$ cat src/rtl/mdc_pkg.sv
// Package for the motor drive control and fault response block.
// Assumes one 100 MHz clock and a synchronous active-high reset.
package mdc_pkg;
  // ----------------------------------------
  // Motor latch field layout
  // ----------------------------------------
  localparam int LATCH_W      = 16;
  localparam int CUR_A_LSB    = 11;
  localparam int CUR_A_MSB    = 14;
  localparam int PHASE_A_BIT  = 15;
  localparam int PHASE_B_BIT  = 8;
  localparam logic [15:0] LATCH_RESET = 16'h0000;
  // Extended setup latch: reset mask bit position
  localparam int RST_MASK_BIT = 0;
  localparam logic [15:0] SETUP_RESET = 16'h0000;
  // ----------------------------------------
  // Timing
  // ----------------------------------------
  localparam int CLK_MHZ       = 100;
  localparam int LPULSE_MS     = 40;
  localparam int LPULSE_CYC    = LPULSE_MS * 1000 * CLK_MHZ;
  localparam int PULSE_HALF_US = 625;
  localparam int PULSE_HALF_CYC = PULSE_HALF_US * CLK_MHZ / 1000;
  localparam int STAGGER_US    = 10;
  localparam int STAGGER_CYC   = STAGGER_US * CLK_MHZ;
  // Three-level converter select
  typedef enum logic [1:0] {MDC_SEL_LOW, MDC_SEL_MID, MDC_SEL_HIGH} mdc_sel_t;
endpackage

$ cat src/rtl/mdc_sync.sv
// Two-flop synchroniser for asynchronous detector levels.
// Assumes inputs are quiet compared to the clock.
`timescale 1ns/1ps
module mdc_sync #(
  parameter int W = 1
) (
  input  wire logic         clk,
  input  wire logic         sys_rst,
  input  wire logic [W-1:0] async_in,
  output logic      [W-1:0] sync_out
);
  logic [W-1:0] meta;
  always_ff @(posedge clk) begin
    if (sys_rst) begin
      meta     <= '0;
      sync_out <= '0;
    end else begin
      meta     <= async_in;
      sync_out <= meta;
    end
  end
endmodule

$ cat src/rtl/mdc_top.sv
// Motor bridge control, power-save handling, converter start and faults.
// Assumes the host drives pins synchronous to clk; detectors are async.
`timescale 1ns/1ps
module mdc_top #(
  parameter int LPULSE_CYCLES = mdc_pkg::LPULSE_CYC,
  parameter int HALF_CYCLES   = mdc_pkg::PULSE_HALF_CYC,
  parameter int STAGGER       = mdc_pkg::STAGGER_CYC
) (
  input  wire logic        clk,
  input  wire logic        sys_rst,
  input  wire logic        power_save,
  input  wire logic        strobe,
  input  wire logic        strobe_data,
  input  wire logic [15:0] shift_word,
  input  wire logic        dc_mode,
  input  wire logic [1:0]  phase_in,
  input  wire logic [1:0]  enable_in,
  input  wire logic [1:0]  conv_select,
  input  wire logic [2:0]  converter_undervoltage_stop,
  input  wire logic        motor_overcurrent_stop,
  input  wire logic        thermal_shutdown,
  output logic [3:0]       chan_a_current_code,
  output logic [1:0]       out_pos,
  output logic [1:0]       out_neg,
  output logic [1:0]       bridge_on,
  output logic             motor_run,
  output logic [2:0]       conv_en,
  output logic             external_reset_out
);
  initial begin
    if (LPULSE_CYCLES < 2 || HALF_CYCLES < 1 || STAGGER < 1 || HALF_CYCLES * 2 > LPULSE_CYCLES)
      $error("mdc_top: bad timing parameters");
  end

  // ----------------------------------------
  // Detector synchronisation
  // ----------------------------------------
  logic [4:0] det_s;
  mdc_sync #(.W(5)) u_sync (
    .clk      (clk),
    .sys_rst  (sys_rst),
    .async_in ({thermal_shutdown, motor_overcurrent_stop, converter_undervoltage_stop}),
    .sync_out (det_s)
  );
  logic [2:0] uv_s;
  logic       oc_s;
  logic       ot_s;
  assign uv_s = det_s[2:0];
  assign oc_s = det_s[3];
  assign ot_s = det_s[4];

  // ----------------------------------------
  // Edge detection
  // ----------------------------------------
  logic ps_q;
  logic strobe_q;
  logic ps_edge;
  logic ps_rise;
  logic ps_fall;
  logic strobe_rise;
  always_ff @(posedge clk) begin
    if (sys_rst) begin
      // Track the pin in reset so a high level is not seen as an edge
      ps_q     <= power_save;
      strobe_q <= 1'b0;
    end else begin
      ps_q     <= power_save;
      strobe_q <= strobe;
    end
  end
  assign ps_edge     = ps_q ^ power_save;
  assign ps_rise     = ~ps_q & power_save;
  assign ps_fall     = ps_q & ~power_save;
  assign strobe_rise = ~strobe_q & strobe;

  // ----------------------------------------
  // Latches
  // ----------------------------------------
  logic [15:0] motor_drive_latch;
  logic [15:0] init_setup;
  logic [15:0] ext_setup;
  always_ff @(posedge clk) begin
    if (sys_rst) begin
      motor_drive_latch <= mdc_pkg::LATCH_RESET;
    end else if (ps_edge) begin
      motor_drive_latch <= mdc_pkg::LATCH_RESET;
    end else if (strobe_rise && power_save) begin
      motor_drive_latch <= shift_word;
    end
  end
  always_ff @(posedge clk) begin
    if (sys_rst) begin
      init_setup <= mdc_pkg::SETUP_RESET;
      ext_setup  <= mdc_pkg::SETUP_RESET;
    end else if (strobe_rise && !power_save) begin
      if (strobe_data) begin
        ext_setup <= shift_word;
      end else begin
        init_setup <= shift_word;
      end
    end
  end
  logic rst_mask;
  assign rst_mask = ext_setup[mdc_pkg::RST_MASK_BIT];

  // ----------------------------------------
  // Fault state
  // ----------------------------------------
  logic       shutdown;
  logic       motor_off;
  logic       ps_seen_low;
  logic [2:0] conv_off;
  logic [2:0] conv_low_seen;
  always_ff @(posedge clk) begin
    if (sys_rst) begin
      shutdown <= 1'b0;
    end else if (ot_s || (!rst_mask && |uv_s)) begin
      shutdown <= 1'b1;
    end
  end
  // Overcurrent stop clears only after high, low, high
  always_ff @(posedge clk) begin
    if (sys_rst) begin
      motor_off   <= 1'b0;
      ps_seen_low <= 1'b0;
    end else if (oc_s) begin
      motor_off   <= 1'b1;
      ps_seen_low <= 1'b0;
    end else if (motor_off && ps_fall) begin
      ps_seen_low <= 1'b1;
    end else if (motor_off && ps_seen_low && ps_rise) begin
      motor_off   <= 1'b0;
      ps_seen_low <= 1'b0;
    end
  end
  genvar g;
  generate
    for (g = 0; g < 3; g++) begin : g_conv
      always_ff @(posedge clk) begin
        if (sys_rst) begin
          conv_off[g]      <= 1'b0;
          conv_low_seen[g] <= 1'b0;
        end else if (uv_s[g] && rst_mask) begin
          conv_off[g]      <= 1'b1;
          conv_low_seen[g] <= ~power_save;
        end else if (conv_off[g] && ps_fall) begin
          conv_low_seen[g] <= 1'b1;
        end else if (conv_off[g] && conv_low_seen[g] && ps_rise) begin
          conv_off[g]      <= 1'b0;
          conv_low_seen[g] <= 1'b0;
        end
      end
    end
  endgenerate

  // ----------------------------------------
  // Converter start sequencing
  // ----------------------------------------
  logic [31:0] stag_cnt;
  logic [2:0]  conv_start;
  always_ff @(posedge clk) begin
    if (sys_rst) begin
      stag_cnt   <= '0;
      conv_start <= 3'h0;
    end else begin
      if (conv_select != 2'(mdc_pkg::MDC_SEL_LOW) && stag_cnt < 32'(STAGGER)) begin
        stag_cnt <= stag_cnt + 32'h1;
      end
      case (conv_select)
        2'(mdc_pkg::MDC_SEL_MID): conv_start <= {1'b0, stag_cnt >= 32'(STAGGER), 1'b1} | conv_start;
        2'(mdc_pkg::MDC_SEL_HIGH): conv_start <= {stag_cnt >= 32'(STAGGER), 1'b0, 1'b1} | conv_start;
        default: conv_start <= conv_start;
      endcase
    end
  end
  // Bit order: [0]=B, [1]=A, [2]=C
  logic [2:0] conv_abc;
  assign conv_abc = {conv_start[2], conv_start[0], conv_start[1]};
  always_ff @(posedge clk) begin
    if (sys_rst) begin
      conv_en <= 3'h0;
    end else begin
      conv_en <= shutdown ? 3'h0 : (conv_abc & ~conv_off);
    end
  end

  // ----------------------------------------
  // Reset output pulse train
  // ----------------------------------------
  logic [31:0] lp_cnt;
  logic [31:0] half_cnt;
  logic        lp_level;
  always_ff @(posedge clk) begin
    if (sys_rst) begin
      lp_cnt   <= '0;
      half_cnt <= '0;
      lp_level <= 1'b1;
    end else if (oc_s && !motor_off) begin
      lp_cnt   <= 32'(LPULSE_CYCLES);
      half_cnt <= '0;
      lp_level <= 1'b0;
    end else if (lp_cnt != 32'h0) begin
      lp_cnt <= lp_cnt - 32'h1;
      if (lp_cnt == 32'h1) begin
        lp_level <= 1'b1;
        half_cnt <= '0;
      end else if (half_cnt == 32'(HALF_CYCLES - 1)) begin
        half_cnt <= '0;
        lp_level <= ~lp_level;
      end else begin
        half_cnt <= half_cnt + 32'h1;
      end
    end
  end
  always_ff @(posedge clk) begin
    if (sys_rst) begin
      external_reset_out <= 1'b0;
    end else begin
      external_reset_out <= ~shutdown & lp_level;
    end
  end

  // ----------------------------------------
  // Bridge outputs
  // ----------------------------------------
  // Direct phase path is combinational so host PWM edges are not delayed
  assign motor_run           = power_save & ~motor_off & ~shutdown;
  assign chan_a_current_code = motor_drive_latch[mdc_pkg::CUR_A_MSB:mdc_pkg::CUR_A_LSB];
  logic [1:0] pol;
  assign pol = dc_mode ? phase_in
             : {motor_drive_latch[mdc_pkg::PHASE_B_BIT], motor_drive_latch[mdc_pkg::PHASE_A_BIT]};
  assign bridge_on = {2{motor_run}} & (dc_mode ? enable_in : 2'h3);
  assign out_pos   = bridge_on & pol;
  assign out_neg   = bridge_on & ~pol;

  // ----------------------------------------
  // Checks
  // ----------------------------------------
  AST_LATCH_CLEAR: assert property (@(posedge clk) disable iff (sys_rst)
    ps_edge |=> motor_drive_latch == 16'h0000) else $error("latch not cleared");
  AST_CODE_MAP: assert property (@(posedge clk) disable iff (sys_rst)
    (strobe_rise && power_save && !ps_edge) |=> chan_a_current_code == $past(shift_word[14:11])) else $error("bad current code");
  AST_DC_POL: assert property (@(posedge clk) disable iff (sys_rst)
    (dc_mode && bridge_on[0] && !phase_in[0]) |-> (!out_pos[0] && out_neg[0])) else $error("bad polarity");
  AST_EN_OFF: assert property (@(posedge clk) disable iff (sys_rst)
    (dc_mode && !enable_in[1]) |-> (out_pos[1] == 1'b0 && out_neg[1] == 1'b0)) else $error("bridge not off");
  AST_OT_HOLD: assert property (@(posedge clk) disable iff (sys_rst)
    ot_s |=> ##1 (!external_reset_out && conv_en == 3'h0)) else $error("no shutdown");
  AST_OC_PULSE: assert property (@(posedge clk) disable iff (sys_rst)
    (oc_s && !motor_off && !shutdown) |=> ##1 !external_reset_out) else $error("no low pulse");
  AST_OC_MOTOR: assert property (@(posedge clk) disable iff (sys_rst)
    oc_s |=> !motor_run) else $error("motor not stopped");
  AST_MASK0_UV: assert property (@(posedge clk) disable iff (sys_rst)
    (!rst_mask && |uv_s) |=> shutdown) else $error("mask0 no shutdown");
  AST_MASK1_UV: assert property (@(posedge clk) disable iff (sys_rst)
    (rst_mask && uv_s[0] && !ot_s && !shutdown) |=> (!shutdown && conv_off[0])) else $error("mask1 wrong");
  AST_SLEEP_LOAD: assert property (@(posedge clk) disable iff (sys_rst)
    (strobe_rise && !power_save && !strobe_data) |=> init_setup == $past(shift_word)) else $error("no setup load");
endmodule

$ cat config.mk
export PLATFORM = sky130hd
export DESIGN_NAME = mdc_top
export DESIGN_NICKNAME = d
export VERILOG_FILES = /design/src/rtl/mdc_pkg.sv /design/src/rtl/mdc_sync.sv /design/src/rtl/mdc_top.sv
export SDC_FILE = /design/constraint.sdc
export NUM_CORES = 1
export LEC_CHECK = 0
export BUFFER_PORTS_ARGS = -buffer_cell sky130_fd_sc_hd__buf_2
export CAP_MARGIN = 10
export CORE_ASPECT_RATIO = 0.6
export CORE_UTILIZATION = 48
export CTS_CLUSTER_SIZE = 20
export DETAILED_ROUTE_END_ITERATION = 8
export MAX_ROUTING_LAYER = met4
export PLACE_DENSITY_LB_ADDON = 0.08
export SLEW_MARGIN = 20
export SYNTH_ARGS = -nofsm -noshare
export SYNTH_HDL_FRONTEND = slang
export SYNTH_SLANG_ARGS = --single-unit
$ cat constraint.sdc
create_clock -name clk -period 4.1 [get_ports clk]
set_clock_uncertainty 0.2 [all_clocks]
set_input_delay 1.23 -clock clk [delete_from_list [all_inputs] [get_ports clk]]
set_output_delay 1.23 -clock clk [all_outputs]
set_load 0.05 [all_outputs]
Word-level counts from Yosys, hierarchy flattened. Cells that the tools add are included.

Bits in registers: 142. Word-level logic and storage cells: 135. Bits of input ports: 33. Memories kept: 0. Bits in read-only memories: 0. Output and inout bits: 15. Latch bits: 0. RAM bits: 0.

Equality and inequality tests: 8. Divide/modulo/power cells: 0. Multiply operators: 0. Reduce and logical (&&, ||, !) cells: 48. $lt $le $gt $ge: 2. $add $sub $neg: 3. Bitwise logic cells: 21. Shift-type cells: 0. Multiplexer cells: 30.

Operators by type and width (number): adder 32 x 1 -> 32 bit, second input constant (2); two-way mux 32 bit (2); two-way mux 22 bit (2); == test 32 x 1 -> 1 bit, second input constant (1); == test 32 x 6 -> 1 bit, second input constant (1); >= comparator 32 x 10 -> 1 bit, second input constant (1); < comparator 32 x 10 -> 1 bit, second input constant (1); nonzero test 32 bit (1); subtractor 32 x 1 -> 32 bit, second input constant (1); two-way mux 1 bit (23); logical AND 1 bit (20); nonzero test 2 bit (8); AND reduction 2 bit (6); nonzero test 3 bit (4); OR reduction 2 bit (4); AND 1 bit (6); AND 2 bit (3); != test 2 bit, second input constant (3); inverter 1 bit (6); one-hot mux 3 bit (2 select lines) (1); two-way mux 2 bit (2); AND 3 bit (1); logical NOT 1 bit (3); inverter 3 bit (1); other kinds (9) (9).

Depth between registers and ports, before layout. Gate-level depths: netlist of the first run.

Depth in word-level cells: 6. Mapped depth: 9. Depth with buffers taken out: 8.

Cells and area by module. A second synthesis of the first run with hierarchy kept.

Cells, all modules: 652. Area, all modules: 5780.5 µm².

By module, submodules not included: mdc_top (seq. area each 2442.3 µm², area an instance 5517.8 µm², cells each 632, times used 1); mdc_sync (seq. area each 200.2 µm², area an instance 262.8 µm², cells each 20, times used 1).

Worst setup path after synthesis of the first run. Ideal clock, no wire load.

Kind: input -> output. Start: input power_save. End: output out_neg[0]. Buffers on the path: 0. Required time: 2.670 ns. Data arrival time: 3.540 ns. Setup slack: -0.870 ns. Cell stages on the path: 4. Cell sequence: inv_1 nor3_1 o21ai_0 nor2b_1.

Longest elaborated chain between the ends: 4.

RTL lines: start, declared (line mdc_top.sv:11) `input wire logic power_save,`; AND 1 bit (2 in a row) (line mdc_top.sv:227) `assign motor_run = power_save & ~motor_off & ~shutdown;`; net motor_run (line mdc_top.sv:26) `output logic motor_run,`; AND 2 bit (line mdc_top.sv:232) `assign bridge_on = {2{motor_run}} & (dc_mode ? enable_in : 2'h3);`; AND 2 bit (line mdc_top.sv:234) `assign out_neg = bridge_on & ~pol;`; end, declared (line mdc_top.sv:24) `output logic [1:0] out_neg,`.

The timed path passes the listed nets, and every way through them passes these cells.

Worst setup path after layout of the first run.
Start: input power_save. End: output out_neg[0].

Longest elaborated chain between the ends: 4.

RTL lines (line): AND 1 bit (2 in a row) (mdc_top.sv:227); AND 2 bit (mdc_top.sv:232); AND 2 bit (mdc_top.sv:234).

No other way between the ends.

==> results of run 1 <==
[cell usage in the layout (no fill, tap or decap), drive strengths merged, types with 2 or more instances in the layout]
| master | count |
|---|---|
| clkinv | 6 |
| a31oi | 3 |
| nand4 | 24 |
| buf | 45 |
| nor4b | 6 |
| and4 | 4 |
| mux2i | 10 |
| nand3 | 22 |
| a21oi | 17 |
| o31ai | 2 |
| a311oi | 3 |
| and2 | 3 |
| bufinv | 4 |
| nor4 | 27 |
| or3 | 10 |
| xnor2 | 37 |
| a222oi | 3 |
| clkinvlp | 2 |
| o311ai | 2 |
| ha | 12 |
| or4 | 6 |
| nor2 | 99 |
| a211oi | 4 |
| and3 | 5 |
| dfxtp | 132 |
| nand2 | 41 |
| inv | 20 |
| clkbuf | 18 |
| o21ai | 15 |
| nor3 | 33 |
| nor2b | 37 |
| a22oi | 4 |
| xor2 | 18 |
| nand2b | 2 |
[area by class of cell]
type / instances / area, sq um / area share
clock buffer: 18 / 429 / 0.0647
clock inverter: 14 / 201 / 0.0304
inverter: 18 / 67.6 / 0.0102
multi-input combinational: 464 / 2850 / 0.429
sequential: 132 / 2640 / 0.398
tap: 160 / 200 / 0.0302
timing repair buffer: 45 / 243 / 0.0366
[critical path, delay by kind of cell]
kind	cells	cell delay, ns
compound gates	1	0.20
buf+inv	3	0.53
simple gates	2	0.29
[where the power goes]
| part | internal, mW | switching (mW) |
|---|---|---|
| combinational | 0.461 | 0.793 |
| clock | 1.02 | 0.576 |
| sequential | 1.43 | 0.132 |
| total | 2.91 | 1.50 |
[routing by layer]
| layer | routed length (um) | vias up | track usage |
|---|---|---|---|
| li1 | - | 2332 | - |
| met1 | 6490 | 2099 | 0.285 |
| met2 | 4770 | 77 | 0.293 |
| met3 | 416 | 17 | 0.0514 |
| met4 | 129 | 0 | 0.0674 |
| met5 | 0 | - | - |
[final timing paths]
path                  start                 end  depth (start not counted)
max              power_save          out_neg[0]                          6
min          u_sync.meta[4]  u_sync.sync_out[4]                          1
max reg2reg      lp_cnt[23]        half_cnt[11]                          7
min reg2reg  u_sync.meta[4]  u_sync.sync_out[4]                          1
[per-stage QoR]
stage,std cells,util
final,851,0.581
after global routing,851,0.581
after CTS,851,0.581
after detailed placement,819,0.526
after global placement,819,0.526
after floorplan,643,-
[flip-flops by register name, summed over array words and instances (netlist names), 5 cells and up]
register	flops
half_cnt	32
lp_cnt	32
stag_cnt	32
motor_drive_latch	6
u_sync.meta	5
u_sync.sync_out	5
[cell families after synthesis]
group                      Yosys count  synth area share
AOI/OAI and AO/OA                   62            0.0724
xor gates and xnor gates            55            0.0850
adders and majority gates           12            0.0265
buffers and inverters               47            0.0353
DFF                                132             0.466
muxes                               10            0.0177
and+or+nand+nor                    325             0.297
==> impl_metrics.json, run 1 <==
{
  "ys_seq_area_frac": 0.466,
  "synth_cell_types": 53,
  "cts_buffers": 17,
  "start_util": 0.497,
  "hp-class": "register to register",
  "place_area_sq_mm": 0.00600,
  "startpoint_type": "input pin",
  "finalMaxSlewViolations": 0,
  "fin_crit_ns": 3.70,
  "yosysWarningCount": 0,
  "fmax_ghz": 0.270,
  "drc": 0,
  "rows": 30,
  "postCtsSetupBuffers": 0,
  "p_leak_nw": 2.53,
  "n_antenna_cell": 0,
  "grt-ovfl-total": 0,
  "drive_gt1_frac": 0.129,
  "root_buffer": "clkbuf_16",
  "drt_iter0_markers": 274,
  "synth_nets": 688,
  "drt-wirelength-per-cell_um": 13.9,
  "yosys_register_bits": 132,
  "grt_first_pass_wirelength_um": 19400,
  "status": "finished, final reports clean",
  "cts.repair.resized": 0,
  "yosys.area.top_type": "dfxtp_1",
  "place.gp.congestion": 0.783,
  "synth_edf_count": 0,
  "cp-end-kind": "output pin",
  "period_share": 0.903,
  "synth_area_per_cell_sq_um": 8.82,
  "synthTopCellsByArea": "dfxtp_1, nor2_1, xnor2_1",
  "syn_area_sq_mm": 0.00567,
  "grt_antenna_before_repair": 0,
  "dr.pass1.iters": 5,
  "worst_path_most_repeated_cell": "buf_2",
  "setup_viol": 0,
  "clock_path_buffers": 2,
  "holdWs_ns": 0.240,
  "ios": 48,
  "async_flop_share": 0,
  "cts_tree": "yes",
  "core_sq_mm": 0.0114,
  "area_growth_pct": 17.0,
  "crit_type": "input pin to output pin",
  "timing.final.ws_setup_ns": 0.398,
  "syn_inst": 643,
  "via_per_inst": 5.32,
  "path_max_fanout": 8,
  "grt_usage": 0.206,
  "nets": 723,
  "worst_pin_slew_ns": 1.12,
  "pwr_density_cell_mw_per_mm2": 665,
  "ff2ff_setup_slack_ns": 1.08,
  "die_h_um": 86.2,
  "hold_viol_final": 0,
  "clk_latency_ns": 0.41,
  "hold_buffers": 0,
  "hpwl_um": 8030,
  "fin_area_sq_mm": 0.00663,
  "pre_cts_ws_ns": 0.391,
  "synth_top_area_frac": 0.466,
  "portBuffers": 38,
  "grt_max_degree": 68,
  "critPathRequiredTime_ns": 2.67,
  "yosys-top-cells-count": "dfxtp_1, nor2_1, nand2_1",
  "die-area_sq_mm": 0.0123,
  "path_cells": "buf_2, inv_1, nor3_4, o21ai_0, nor2b_2, buf_2",
  "clkTransAtPathRegs_ns": 0.06,
  "vias": 4525,
  "tns_ns": 0,
  "die_w_um": 142,
  "cpMaxStageDelayCell": "buf_2",
  "totalWireLength_um": 11800,
  "peakVddDrop_v": 0.000424,
  "power_mw": 4.41,
  "nFillCells": 1028,
  "yosysMostFrequentCell": "dfxtp_1",
  "slew_headroom": 0.248,
  "ys.flop_type": "dfxtp_1",
  "cap_violations": 0,
  "worstPathArrival_ns": 2.27,
  "htree_levels": 4,
  "cpPeakStageDelay_ns": 0.26,
  "drtAntennaViolNets": 0,
  "numClockSinks": 132,
  "rsz0062_at_grt": "no",
  "grt_pass1_vias": 4165
}
Note: power is estimated with default switching activity, not from simulation.
==> run 2: changes to the inputs <==
Settings changed: MAX_ROUTING_LAYER met4 to unset.
Clock period 4.1 ns to 4.15 ns, I/O delays scaled along.
==> impl_metrics.json, run 2 (synthesis gave the netlist of run 1 again) <==
{
  "grt_usage": 0.209,
  "cts_buffers": 17,
  "grt_pass1_vias": 4278,
  "grt-ovfl-total": 0,
  "hold_start": "u_sync.meta[4]",
  "largest_registers": "half_cnt (32), lp_cnt (32), stag_cnt (32)",
  "worst_pin_slew_ns": 0.997,
  "totalWireLength_um": 12000,
  "hold_viol_final": 0,
  "hp-class": "register to register",
  "final_core_util": 0.579,
  "final_common_cell": "dfxtp_1",
  "critPathRequiredTime_ns": 2.70,
  "cap_violations": 0,
  "p_leak_nw": 2.52,
  "dr.pass1.iters": 5,
  "vias": 4579,
  "pwr_density_cell_mw_per_mm2": 652,
  "startpoint_type": "input pin",
  "via_per_inst": 5.38,
  "root_buffer": "clkbuf_16",
  "r2r-start": "lp_cnt[23]",
  "drive_gt1_frac": 0.130,
  "drtAntennaViolNets": 0,
  "path_max_fanout": 8,
  "fin_area_sq_mm": 0.00660,
  "cp-end-kind": "output pin",
  "holdWs_ns": 0.238,
  "place.gp.congestion": 0.771,
  "nets": 723,
  "cpPeakStageDelay_ns": 0.26,
  "period_share": 0.902,
  "fmax_ghz": 0.267,
  "worst_path_most_repeated_cell": "buf_2",
  "hpwl_um": 8080,
  "die-area_sq_mm": 0.0123,
  "crit_start": "power_save",
  "worstPathArrival_ns": 2.30,
  "layout_common_cells": "dfxtp_1, nor2_1, nand2_1",
  "portBuffers": 38,
  "drt-wirelength-per-cell_um": 14.1,
  "cpMaxStageDelayCell": "buf_2",
  "slew_headroom": 0.329,
  "fin_crit_ns": 3.74,
  "rsz0062_at_grt": "no",
  "path_cells": "buf_2, inv_1, nor3_4, o21ai_0, nor2b_2, buf_2",
  "core_sq_mm": 0.0114,
  "postCtsSetupBuffers": 0,
  "setup_viol": 0,
  "grt_antenna_before_repair": 0,
  "pre_cts_ws_ns": 0.409,
  "peakVddDrop_v": 0.000411,
  "place_area_sq_mm": 0.00600,
  "hold_buffers": 0,
  "ios": 48,
  "timing.final.ws_setup_ns": 0.407,
  "drc": 0,
  "n_antenna_cell": 0,
  "finalMaxSlewViolations": 0,
  "cts.repair.resized": 0,
  "die_h_um": 86.2,
  "status": "finished, final reports clean",
  "grt_max_degree": 68,
  "numClockSinks": 132,
  "clkTransAtPathRegs_ns": 0.06,
  "area_growth_pct": 16.5,
  "crit_type": "input pin to output pin",
  "die_w_um": 142,
  "tns_ns": 0,
  "clock_path_buffers": 2,
  "clk_latency_ns": 0.42,
  "htree_levels": 4,
  "grt_first_pass_wirelength_um": 20200,
  "rows": 30,
  "start_util": 0.497,
  "drt_iter0_markers": 459,
  "cts_tree": "yes"
}
run 2: cell count changes in the layout (fill, tap and decap cells not counted), sizes merged:
cell and delta:
bufinv -2, clkinv -4, clkinvlp -1, inv +7
run 2: critical path, delay by kind of cell:
kind	cells	cell delay (ns)
AND/OR/NAND/NOR	2	0.30
buffers and inverters	3	0.54
AO/OA/AOI/OAI	1	0.21
run 2: final timing paths:
path,endpoint,slack (ns),cells after the start
min reg2reg,u_sync.sync_out[4],0.24,1
max,out_neg[0],0.41,6
min,u_sync.sync_out[4],0.24,1
max reg2reg,half_cnt[11],1.11,7
run 2: through the flow:
step | cells | power (mW)
2_1_floorplan | 643 | 2.48
3_3_place_gp | 819 | 2.74
3_5_place_dp | 819 | 2.78
4_1_cts | 851 | 4.32
5_1_grt | 851 | 4.56
6_report | 851 | 4.31
run 2: cell type report:
cell class | count | area [sq um]
Clock inverter | 14 | 163
Inverter | 18 | 67.6
Tap cell | 160 | 200
Timing Repair Buffer | 45 | 243
Clock buffer | 18 | 439
Fill cell | 1032 | 4810
Multi-Input combinational cell | 464 | 2850
Sequential cell | 132 | 2640
run 2: per-layer routing:
metal	track usage	vias to the layer above	wire (um)
met1	0.299	2148	6400
met2	0.301	97	4890
met3	0.0564	11	552
li1	-	2323	-
met5	0	-	0
met4	0.0753	0	113
run 2: where the power goes:
group          internal, mW  total [mW]  leakage, nW  switching, mW
Clock                 0.919        1.54        0.295          0.617
Combinational         0.455        1.23         1.15          0.772
Sequential             1.41        1.54         1.07          0.132
